`src/t16_pkg.sv`:
```
/*
  Shared constants, types and the mode decoder for the 16-bit timer
  waveform mode and compare-output control block.
  Assumes a single system clock and a synchronous active-high reset.
*/
`default_nettype none

package t16_pkg;

  // Register offsets on the plain register port
  localparam logic [7:0]  T16_OFS_CONTROL_A = 8'h80;
  localparam logic [7:0]  T16_OFS_CONTROL_B = 8'h81;
  localparam logic [7:0]  T16_OFS_COUNT     = 8'h84;
  localparam logic [7:0]  T16_OFS_CAPTURE   = 8'h86;
  localparam logic [7:0]  T16_OFS_COMPARE_A = 8'h88;
  localparam logic [7:0]  T16_OFS_COMPARE_B = 8'h8A;
  localparam logic [7:0]  T16_OFS_STATUS    = 8'h8C;

  // Reset values and writable masks
  localparam logic [7:0]  T16_RST_CONTROL_A  = 8'h00;
  localparam logic [7:0]  T16_RST_CONTROL_B  = 8'h00;
  localparam logic [7:0]  T16_MASK_CONTROL_A = 8'hF3;
  localparam logic [15:0] T16_RST_WORD       = 16'h0000;

  // Field positions
  localparam int T16_POS_WAVE_HI  = 3;
  localparam int T16_POS_OVF_FLAG = 0;
  localparam int T16_POS_DIR      = 1;

  // Count limits
  localparam logic [15:0] T16_BOTTOM  = 16'h0000;
  localparam logic [15:0] T16_MAX     = 16'hFFFF;
  localparam logic [15:0] T16_TOP_8B  = 16'h00FF;
  localparam logic [15:0] T16_TOP_9B  = 16'h01FF;
  localparam logic [15:0] T16_TOP_10B = 16'h03FF;

  // Modes that allow channel A toggle in PWM classes
  localparam logic [3:0]  T16_MODE_DUAL_TOG_CAP = 4'h9;
  localparam logic [3:0]  T16_MODE_DUAL_TOG_CMP = 4'hB;
  localparam logic [3:0]  T16_MODE_FAST_TOG_CAP = 4'hE;
  localparam logic [3:0]  T16_MODE_FAST_TOG_CMP = 4'hF;

  typedef enum logic [1:0] {
    T16_CLS_NONPWM = 2'b00,
    T16_CLS_FAST   = 2'b01,
    T16_CLS_DUAL   = 2'b10
  } t16_class_t;

  typedef enum logic [1:0] {
    T16_UPD_IMMEDIATE = 2'b00,
    T16_UPD_AT_TOP    = 2'b01,
    T16_UPD_AT_BOTTOM = 2'b10
  } t16_upd_t;

  typedef enum logic [1:0] {
    T16_OVF_AT_MAX    = 2'b00,
    T16_OVF_AT_TOP    = 2'b01,
    T16_OVF_AT_BOTTOM = 2'b10
  } t16_ovf_t;

  typedef enum logic [2:0] {
    T16_TOP_MAX     = 3'b000,
    T16_TOP_FIX8    = 3'b001,
    T16_TOP_FIX9    = 3'b010,
    T16_TOP_FIX10   = 3'b011,
    T16_TOP_CAPTURE = 3'b100,
    T16_TOP_CMP_A   = 3'b101
  } t16_top_src_t;

  typedef enum logic {
    T16_DIR_UP   = 1'b0,
    T16_DIR_DOWN = 1'b1
  } t16_dir_t;

  typedef struct packed {
    t16_class_t   cls;
    t16_upd_t     upd;
    t16_ovf_t     ovf;
    t16_top_src_t top;
  } t16_mode_t;

  typedef struct packed {
    logic [1:0] out_mode_a;
    logic [1:0] out_mode_b;
    logic [1:0] rsvd;
    logic [1:0] wave_lo;
  } t16_ctrl_a_t;

  typedef struct packed {
    logic [7:0]  addr;
    logic [15:0] wdata;
    logic        wr;
    logic        rd;
  } t16_bus_req_t;

  // Mode 13 is reserved and falls back to plain counting
  function automatic t16_mode_t t16_decode(input logic [3:0] mode);
    t16_mode_t m;
    m = '{T16_CLS_NONPWM, T16_UPD_IMMEDIATE, T16_OVF_AT_MAX, T16_TOP_MAX};
    case (mode)
      4'h1: m = '{T16_CLS_DUAL, T16_UPD_AT_TOP, T16_OVF_AT_BOTTOM, T16_TOP_FIX8};
      4'h2: m = '{T16_CLS_DUAL, T16_UPD_AT_TOP, T16_OVF_AT_BOTTOM, T16_TOP_FIX9};
      4'h3: m = '{T16_CLS_DUAL, T16_UPD_AT_TOP, T16_OVF_AT_BOTTOM, T16_TOP_FIX10};
      4'h4: m = '{T16_CLS_NONPWM, T16_UPD_IMMEDIATE, T16_OVF_AT_MAX, T16_TOP_CMP_A};
      4'h5: m = '{T16_CLS_FAST, T16_UPD_AT_BOTTOM, T16_OVF_AT_TOP, T16_TOP_FIX8};
      4'h6: m = '{T16_CLS_FAST, T16_UPD_AT_BOTTOM, T16_OVF_AT_TOP, T16_TOP_FIX9};
      4'h7: m = '{T16_CLS_FAST, T16_UPD_AT_BOTTOM, T16_OVF_AT_TOP, T16_TOP_FIX10};
      4'h8: m = '{T16_CLS_DUAL, T16_UPD_AT_BOTTOM, T16_OVF_AT_BOTTOM, T16_TOP_CAPTURE};
      4'h9: m = '{T16_CLS_DUAL, T16_UPD_AT_BOTTOM, T16_OVF_AT_BOTTOM, T16_TOP_CMP_A};
      4'hA: m = '{T16_CLS_DUAL, T16_UPD_AT_TOP, T16_OVF_AT_BOTTOM, T16_TOP_CAPTURE};
      4'hB: m = '{T16_CLS_DUAL, T16_UPD_AT_TOP, T16_OVF_AT_BOTTOM, T16_TOP_CMP_A};
      4'hC: m = '{T16_CLS_NONPWM, T16_UPD_IMMEDIATE, T16_OVF_AT_MAX, T16_TOP_CAPTURE};
      4'hE: m = '{T16_CLS_FAST, T16_UPD_AT_BOTTOM, T16_OVF_AT_TOP, T16_TOP_CAPTURE};
      4'hF: m = '{T16_CLS_FAST, T16_UPD_AT_BOTTOM, T16_OVF_AT_TOP, T16_TOP_CMP_A};
      default: m = '{T16_CLS_NONPWM, T16_UPD_IMMEDIATE, T16_OVF_AT_MAX, T16_TOP_MAX};
    endcase
    return m;
  endfunction

endpackage

`default_nettype wire

```
`src/t16_wave_ctrl.sv`:
```
/*
  16-bit timer core with waveform mode decode, double-buffered compare
  registers, overflow flag and two compare-output pin channels.
  Assumes a plain register port on the same clock; port data and
  direction inputs come from the same-clock port logic.
*/
`timescale 1ns/1ps
`default_nettype none

module t16_wave_ctrl (
  input  wire logic                  i_clk_sys,
  input  wire logic                  i_rst,
  input  wire t16_pkg::t16_bus_req_t i_bus,
  output logic [15:0]                o_rdata,
  input  wire logic                  i_port_data_a,
  input  wire logic                  i_port_dir_a,
  input  wire logic                  i_port_data_b,
  input  wire logic                  i_port_dir_b,
  output logic                       o_pin_a_out,
  output logic                       o_pin_a_oe,
  output logic                       o_pin_b_out,
  output logic                       o_pin_b_oe,
  output logic                       o_overflow_flag
);

  t16_pkg::t16_ctrl_a_t ctrl_a;
  t16_pkg::t16_ctrl_a_t next_ctrl_a;
  logic [1:0]           wave_hi;
  logic [1:0]           next_wave_hi;
  logic [15:0]          capture_value;
  logic [15:0]          next_capture_value;
  logic [15:0]          buf_cmp [2];
  logic [15:0]          next_buf_cmp [2];
  logic [15:0]          cmp_act [2];
  logic [15:0]          next_cmp_act [2];
  logic [15:0]          count_value;
  logic [15:0]          next_count_value;
  t16_pkg::t16_dir_t    dir;
  t16_pkg::t16_dir_t    next_dir;
  logic                 overflow_flag;
  logic                 next_overflow_flag;
  logic [15:0]          rdata;
  logic [15:0]          next_rdata;
  logic [3:0]           mode;
  t16_pkg::t16_mode_t   mdec;
  logic [15:0]          top;
  logic                 at_top;
  logic                 at_bottom;
  logic                 ovf_event;
  logic                 load_cmp;
  logic                 wave [2];
  logic                 next_wave [2];
  logic                 pin_out [2];
  logic                 next_pin_out [2];
  logic                 pin_oe [2];
  logic                 next_pin_oe [2];
  logic                 port_data [2];
  logic                 port_dir [2];

  function automatic logic wr_hit(input t16_pkg::t16_bus_req_t req, input logic [7:0] ofs);
    return req.wr && (req.addr == ofs);
  endfunction

  function automatic logic toggle_ok(input t16_pkg::t16_class_t cls, input logic [3:0] md, input int ch);
    logic ok;
    ok = 1'b0;
    case (cls)
      t16_pkg::T16_CLS_NONPWM: ok = 1'b1;
      t16_pkg::T16_CLS_FAST:   ok = (ch == 0) && ((md == t16_pkg::T16_MODE_FAST_TOG_CAP) ||
                                                  (md == t16_pkg::T16_MODE_FAST_TOG_CMP));
      t16_pkg::T16_CLS_DUAL:   ok = (ch == 0) && ((md == t16_pkg::T16_MODE_DUAL_TOG_CAP) ||
                                                  (md == t16_pkg::T16_MODE_DUAL_TOG_CMP));
      default:                 ok = 1'b0;
    endcase
    return ok;
  endfunction

  assign port_data[0] = i_port_data_a;
  assign port_data[1] = i_port_data_b;
  assign port_dir[0]  = i_port_dir_a;
  assign port_dir[1]  = i_port_dir_b;

  // Mode decode and count landmarks
  always_comb begin
    mode = {wave_hi, ctrl_a.wave_lo};
    mdec = t16_pkg::t16_decode(mode);
    case (mdec.top)
      t16_pkg::T16_TOP_FIX8:    top = t16_pkg::T16_TOP_8B;
      t16_pkg::T16_TOP_FIX9:    top = t16_pkg::T16_TOP_9B;
      t16_pkg::T16_TOP_FIX10:   top = t16_pkg::T16_TOP_10B;
      t16_pkg::T16_TOP_CAPTURE: top = capture_value;
      t16_pkg::T16_TOP_CMP_A:   top = cmp_act[0];
      default:                  top = t16_pkg::T16_MAX;
    endcase
    at_top    = (count_value == top);
    at_bottom = (count_value == t16_pkg::T16_BOTTOM);
    case (mdec.ovf)
      t16_pkg::T16_OVF_AT_TOP:    ovf_event = at_top;
      t16_pkg::T16_OVF_AT_BOTTOM: ovf_event = at_bottom && (dir == t16_pkg::T16_DIR_DOWN);
      default:                    ovf_event = (count_value == t16_pkg::T16_MAX);
    endcase
    case (mdec.upd)
      t16_pkg::T16_UPD_AT_TOP:    load_cmp = at_top;
      t16_pkg::T16_UPD_AT_BOTTOM: load_cmp = at_bottom;
      default:                    load_cmp = 1'b1;
    endcase
  end

  // Register file, counter and compare buffering
  always_comb begin
    next_ctrl_a        = ctrl_a;
    next_wave_hi       = wave_hi;
    next_capture_value = capture_value;
    next_buf_cmp       = buf_cmp;
    next_cmp_act       = cmp_act;
    next_dir           = dir;
    next_rdata         = rdata;
    if (wr_hit(i_bus, t16_pkg::T16_OFS_CONTROL_A)) begin
      next_ctrl_a = t16_pkg::t16_ctrl_a_t'(i_bus.wdata[7:0] & t16_pkg::T16_MASK_CONTROL_A);
    end
    if (wr_hit(i_bus, t16_pkg::T16_OFS_CONTROL_B)) begin
      next_wave_hi = i_bus.wdata[t16_pkg::T16_POS_WAVE_HI +: 2];
    end
    if (wr_hit(i_bus, t16_pkg::T16_OFS_CAPTURE)) begin
      next_capture_value = i_bus.wdata;
    end
    if (wr_hit(i_bus, t16_pkg::T16_OFS_COMPARE_A)) begin
      next_buf_cmp[0] = i_bus.wdata;
    end
    if (wr_hit(i_bus, t16_pkg::T16_OFS_COMPARE_B)) begin
      next_buf_cmp[1] = i_bus.wdata;
    end
    // Immediate modes copy every cycle, so a write lands one cycle later
    if (load_cmp) begin
      next_cmp_act = buf_cmp;
    end
    if (mdec.cls == t16_pkg::T16_CLS_DUAL) begin
      if (dir == t16_pkg::T16_DIR_UP) begin
        if (count_value >= top) begin
          next_dir         = t16_pkg::T16_DIR_DOWN;
          next_count_value = count_value - 16'h0001;
        end else begin
          next_count_value = count_value + 16'h0001;
        end
      end else if (at_bottom) begin
        next_dir         = t16_pkg::T16_DIR_UP;
        next_count_value = count_value + 16'h0001;
      end else begin
        next_count_value = count_value - 16'h0001;
      end
    end else begin
      next_dir = t16_pkg::T16_DIR_UP;
      // A top below the count runs on through max and wraps
      next_count_value = at_top ? t16_pkg::T16_BOTTOM : count_value + 16'h0001;
    end
    if (wr_hit(i_bus, t16_pkg::T16_OFS_COUNT)) begin
      next_count_value = i_bus.wdata;
    end
    // Set wins over a clear in the same cycle
    next_overflow_flag = ovf_event || (overflow_flag &&
                         !(wr_hit(i_bus, t16_pkg::T16_OFS_STATUS) && i_bus.wdata[t16_pkg::T16_POS_OVF_FLAG]));
    if (i_bus.rd) begin
      case (i_bus.addr)
        t16_pkg::T16_OFS_CONTROL_A: next_rdata = {8'h00, ctrl_a};
        t16_pkg::T16_OFS_CONTROL_B: next_rdata = {11'h000, wave_hi, 3'h0};
        t16_pkg::T16_OFS_COUNT:     next_rdata = count_value;
        t16_pkg::T16_OFS_CAPTURE:   next_rdata = capture_value;
        t16_pkg::T16_OFS_COMPARE_A: next_rdata = buf_cmp[0];
        t16_pkg::T16_OFS_COMPARE_B: next_rdata = buf_cmp[1];
        t16_pkg::T16_OFS_STATUS:    next_rdata = {14'h0000, dir, overflow_flag};
        default:                    next_rdata = 16'h0000;
      endcase
    end else begin
      next_rdata = 16'h0000;
    end
  end

  always_ff @(posedge i_clk_sys) begin
    if (i_rst) begin
      ctrl_a        <= t16_pkg::t16_ctrl_a_t'(t16_pkg::T16_RST_CONTROL_A);
      wave_hi       <= t16_pkg::T16_RST_CONTROL_B[t16_pkg::T16_POS_WAVE_HI +: 2];
      capture_value <= t16_pkg::T16_RST_WORD;
      buf_cmp[0]    <= t16_pkg::T16_RST_WORD;
      buf_cmp[1]    <= t16_pkg::T16_RST_WORD;
      cmp_act[0]    <= t16_pkg::T16_RST_WORD;
      cmp_act[1]    <= t16_pkg::T16_RST_WORD;
      count_value   <= t16_pkg::T16_RST_WORD;
      dir           <= t16_pkg::T16_DIR_UP;
      overflow_flag <= 1'b0;
      rdata         <= 16'h0000;
    end else begin
      ctrl_a        <= next_ctrl_a;
      wave_hi       <= next_wave_hi;
      capture_value <= next_capture_value;
      buf_cmp       <= next_buf_cmp;
      cmp_act       <= next_cmp_act;
      count_value   <= next_count_value;
      dir           <= next_dir;
      overflow_flag <= next_overflow_flag;
      rdata         <= next_rdata;
    end
  end

  // Compare-output channels: 0 is A, 1 is B
  for (genvar ch = 0; ch < 2; ch++) begin : g_chan
    logic [1:0] om;
    logic       match;
    logic       tog;
    logic       connected;

    always_comb begin
      om        = (ch == 0) ? ctrl_a.out_mode_a : ctrl_a.out_mode_b;
      match     = (count_value == cmp_act[ch]);
      tog       = (om == 2'b01) && toggle_ok(mdec.cls, mode, ch);
      connected = om[1] || tog;
      next_wave[ch] = wave[ch];
      case (mdec.cls)
        t16_pkg::T16_CLS_NONPWM: begin
          if (match && tog) begin
            next_wave[ch] = ~wave[ch];
          end else if (match && om[1]) begin
            next_wave[ch] = om[0];
          end
        end
        t16_pkg::T16_CLS_FAST: begin
          if (tog && match) begin
            next_wave[ch] = ~wave[ch];
          end else if (om[1]) begin
            if (at_bottom) begin
              next_wave[ch] = ~om[0];
            end
            // Match at bottom wins, so a compare of zero holds the output at the match level
            if (match && (cmp_act[ch] != top)) begin
              next_wave[ch] = om[0];
            end
          end
        end
        t16_pkg::T16_CLS_DUAL: begin
          if (tog && match) begin
            next_wave[ch] = ~wave[ch];
          end else if (om[1] && match) begin
            if (cmp_act[ch] == t16_pkg::T16_BOTTOM) begin
              next_wave[ch] = om[0];
            end else if (cmp_act[ch] == top) begin
              next_wave[ch] = ~om[0];
            end else begin
              next_wave[ch] = (dir == t16_pkg::T16_DIR_UP) ? om[0] : ~om[0];
            end
          end
        end
        default: next_wave[ch] = wave[ch];
      endcase
      next_pin_out[ch] = connected ? wave[ch] : port_data[ch];
      next_pin_oe[ch]  = port_dir[ch];
    end

    always_ff @(posedge i_clk_sys) begin
      if (i_rst) begin
        wave[ch]    <= 1'b0;
        pin_out[ch] <= 1'b0;
        pin_oe[ch]  <= 1'b0;
      end else begin
        wave[ch]    <= next_wave[ch];
        pin_out[ch] <= next_pin_out[ch];
        pin_oe[ch]  <= next_pin_oe[ch];
      end
    end
  end

  assign o_rdata         = rdata;
  assign o_pin_a_out     = pin_out[0];
  assign o_pin_a_oe      = pin_oe[0];
  assign o_pin_b_out     = pin_out[1];
  assign o_pin_b_oe      = pin_oe[1];
  assign o_overflow_flag = overflow_flag;

endmodule

`default_nettype wire

```
`config.mk`:
```
export PLATFORM = sky130hd
export DESIGN_NAME = t16_wave_ctrl
export DESIGN_NICKNAME = d
export VERILOG_FILES = /design/src/t16_pkg.sv /design/src/t16_wave_ctrl.sv
export SDC_FILE = /design/constraint.sdc
export NUM_CORES = 1
export LEC_CHECK = 0
export BUFFER_PORTS_ARGS = -buffer_cell sky130_fd_sc_hd__buf_2
export CAP_MARGIN = 20
export CORE_ASPECT_RATIO = 0.9
export CORE_MARGIN = 1.5
export CORE_UTILIZATION = 45
export CTS_CLUSTER_DIAMETER = 150
export DETAILED_ROUTE_END_ITERATION = 8
export PLACE_DENSITY = 0.67
export SETUP_SLACK_MARGIN = 0.02
export SLEW_MARGIN = 25
export SYNTH_ARGS = -nofsm -noshare
export SYNTH_HDL_FRONTEND = slang
export SYNTH_SLANG_ARGS = --single-unit
export TNS_END_PERCENT = 100
```
`constraint.sdc`:
```
create_clock -name i_clk_sys -period 4.9 [get_ports i_clk_sys]
set_input_delay 0.98 -clock i_clk_sys [delete_from_list [all_inputs] [get_ports i_clk_sys]]
set_output_delay 0.98 -clock i_clk_sys [all_outputs]
set_load 0.01 [all_outputs]
```
==> metrics <==
Critical Path AT ~4.4 ns; worst slew pin tran 1.07 ns; Crit Reg-Reg Endpoint count_value[15]$_SDFF_PP0_; crit-path cells buf_4, nand4b_1, o211a_1, and2_1, ha_1, nand4_1, nor4_1, buf_4, nor3_1, o211ai_1, nand2_1, a21oi_1, buf_4, mux2i_1, mux2_2, a31o_2; sequential area share after synthesis 0.323; wirelength, routed approximately 28 mm; I/O pin count 53; cells after synthesis 1,058; full die area about 0.018 mm^2; H-tree depth 4; flop2flop setup slack roughly 0.81 ns; status completed; NumNets Final roughly 1,100; most used cell, CP buf_4; Max Buffers Root-to-Sink 2; Mapped Area 0.00794 mm^2; Die W 143 um; Port Buffers between 50 and 60; P_sw just under 0.6 mW; internal power around 2 mW; Top delay family on crit path simple AND/OR/NAND/NOR gates; Min-Delay Path Class reg -> reg; Root Driver clkbuf_16; Layout fillers 1,690; setup_tns 0 ns; first-pass GRT wire length around 43 mm; Crit path required time between 5 and 6 ns; clock sinks 128; Max Cap Viol 0; Pleak around 3.3 nW; Logic pwr share 0.053; P per Cell Area roughly 280 mW/mm^2; P&R area growth vs syn 12.7%; Die Ht between 100 and 150 um; routed length per instance around 21 um; Cells on Worst Hold Path 2; Num CTS Buffers 17; row count 45; slowest CP cell dfxtp_1; cts repair resizes 0; Synth Area in XOR/XNOR 0.0497; Seq pwr share 0.416; Vias/cell approximately 6.1; post-synthesis area per instance ~7.5 um^2; Clk pwr share 0.532; total gr overflow 0; Final ANT Viol Nets 0; R2R Path Start ctrl_a[0]$_SDFFE_PP0P_; cell depth of the worst setup path 16; clk_lat worst skew 0.43 ns; CP Launch Point ctrl_a[0]$_SDFFE_PP0P_; Worst Path Class, Setup reg -> reg; vias in the first global route 7,132; Simple-Gate Fraction of Synth Area 0.262; DP HPWL between 20 and 25 mm; final hold vios 0; dominant register cell in the synthesized netlist dfxtp_1; Post-Synth Adder-Cell Area 0.0426; Fmax achieved 245 MHz; post-synthesis net count roughly 1,100; Antenna diodes 0; Residual DRC 0; vias ~8,000; GP Congestion slightly above 1; Hold-fix buffers, CTS 0; synth unique cells 76; Compound-Gate Fraction of Synth Area 0.226; RSZ-0062 raised after global routing no; share of layout cells above drive strength 1 0.121; Tmin final 4.09 ns; switching share of power 0.233; routed length on met2 between 10 and 15 mm; Yosys warnings 0; drt first-iter violations 810; Fin Hold WS approximately 0.47 ns; Post-synth EDFFs 0; initial core utilization 0.465; total track usage 0.311; proportion of synthesized area in mux cells 0.0363; Worst Setup EP count_value[15]$_SDFF_PP0_; total setup buffers inserted after CTS 0; largest net degree at the start of global routing just over 70; Highest Signal Layer met4; Routed met3 length 2.40 mm; Seq cells post-synth roughly 130; final setup fails 0; largest family of logic cells by synthesized area simple AND/OR/NAND/NOR gates; Reg2Reg Depth 16; wire length on met1 12.5 mm; CORE AREA between 0.015 and 0.02 mm^2; Post-synth ARST share 0; Slew HR 0.284; Post-Route Skew about 0.012 ns; largest stage delay on the critical path about 0.58 ns; 1st-pass router iterations 5; fin. max-slew vios 0; startpoint types flop; WP buf/inv 3; critical path peak fanout 18; Final period util 0.834; initial antenna violation count 0; CTS tree yes; VDD IR max 0.239 mV; Reg clk slew, reported paths roughly 0.06 ns; CP Capture Type flop
-- state kept, by name, summed over array words and instances (netlist names) --
signal	cells
capture_value	16
o_rdata	16
dir	1
g_chan.om	4
o_overflow_flag	1
pin_oe	2
cmp_act	32
ctrl_a	2
wave	2
buf_cmp	32
count_value	16
pin_out	2
wave_hi	2
-- through the flow --
step	util	cells	power [mW]	setup WS (ns)	cell area, um^2
floorplan	-	1058	1.15	0.865	7940
global placement	0.487	1279	1.21	0.900	8310
detailed placement	0.487	1279	1.21	0.874	8310
CTS	0.524	1311	2.56	0.863	8940
global route	0.524	1311	2.62	0.492	8940
finish	0.524	1311	2.54	0.811	8940
-- tightest hold or removal path: stages (launching register included) --
cell,delay [ns]
dfxtp_1,0.32
nand2_1,0.05
a21oi_1,0.05
-- cell families after synthesis --
kind of cell    Yosys count
mux                      26
xor+xnor                 45
flops                   128
fa+ha+maj                27
compound gates          283
buf+inv                 121
simple gates            428
-- layout by cell type, fill, tap and decap left out, types with 4 or more instances in the layout --
master,instances
a21oi_1,119
or3_1,8
xnor2_1,26
o211ai_1,11
a22oi_1,25
and2_1,8
nand2b_1,4
nand2_1,215
mux2i_1,22
nor2b_1,9
nor4b_1,7
buf_4,21
nor4_1,24
nor3b_1,6
or4_1,5
a211oi_1,4
nor3_1,19
nand3_1,21
dfxtp_1,128
ha_1,27
o22ai_1,24
xor2_1,19
buf_2,51
nor2_1,49
inv_1,35
o21ai_0,31
nand3b_1,8
a31oi_1,7
o21a_1,11
and3_1,5
o211a_1,4
clkbuf_8,4
clkbuf_16,17
nand4_1,15
or2_2,4
a21o_1,5
a222oi_1,4
-- how the worst min path moves through the flow --
stage	startpoint	end
after floorplan	buf_cmp[0]$_SDFFE_PP0P_	o_rdata[0]$_SDFF_PP0_
after global placement	buf_cmp[15]$_SDFFE_PP0P_	buf_cmp[15]$_SDFFE_PP0P_
after detailed placement	buf_cmp[5]$_SDFFE_PP0P_	o_rdata[5]$_SDFF_PP0_
after CTS	buf_cmp[14]$_SDFFE_PP0P_	buf_cmp[14]$_SDFFE_PP0P_
after global routing	buf_cmp[31]$_SDFFE_PP0P_	buf_cmp[31]$_SDFFE_PP0P_
final	buf_cmp[14]$_SDFFE_PP0P_	buf_cmp[14]$_SDFFE_PP0P_
-- synthesized netlist by cell type, drive strengths merged, types with 9 or more instances --
cell | n | share of area
nand2 | 215 | 0.10
dfxtp | 128 | 0.32
a21oi | 119 | 0.075
clkbuf | 75 | 0.035
nor2 | 49 | 0.023
inv | 35 | 0.017
o21ai | 32 | 0.020
ha | 27 | 0.043
xnor2 | 26 | 0.029
a22oi | 25 | 0.024
nor4 | 24 | 0.019
o22ai | 24 | 0.019
mux2i | 22 | 0.028
nand3 | 21 | 0.013
nor3 | 20 | 0.013
xor2 | 19 | 0.021
nand4 | 15 | 0.012
o211ai | 13 | 0.014
buf | 11 | 0.0079
o21a | 11 | 0.010
and2 | 9 | 0.0071
nor2b | 9 | 0.0071
-- area by class of cell --
cell class / count / area, um^2 / share of cell area
inverters: 35 / 131 / 0.0147
clock inverters: 11 / 151 / 0.0169
repair buffers: 72 / 413 / 0.0462
flip-flops and latches: 128 / 2560 / 0.287
well taps: 235 / 294 / 0.0329
multi-input cells: 809 / 4910 / 0.549
clock buffers: 21 / 480 / 0.0537
-- power groups by stage --
stage / registers (mW) / clock network, mW / logic, mW
4_1_cts: 1.06 / 1.37 / 0.131
3_3_place_gp: 1.08 / 0 / 0.130
5_1_grt: 1.06 / 1.42 / 0.145
2_1_floorplan: 1.07 / 0 / 0.0812
6_report: 1.06 / 1.35 / 0.134
3_5_place_dp: 1.08 / 0 / 0.131
-- layer usage --
metal	vias to the layer above	global-route usage
li1	3790	-
met1	3805	0.427
met2	387	0.460
met3	67	0.0763
met4	0	0.139
met5	-	0
(Power assumes the default switching activity.)
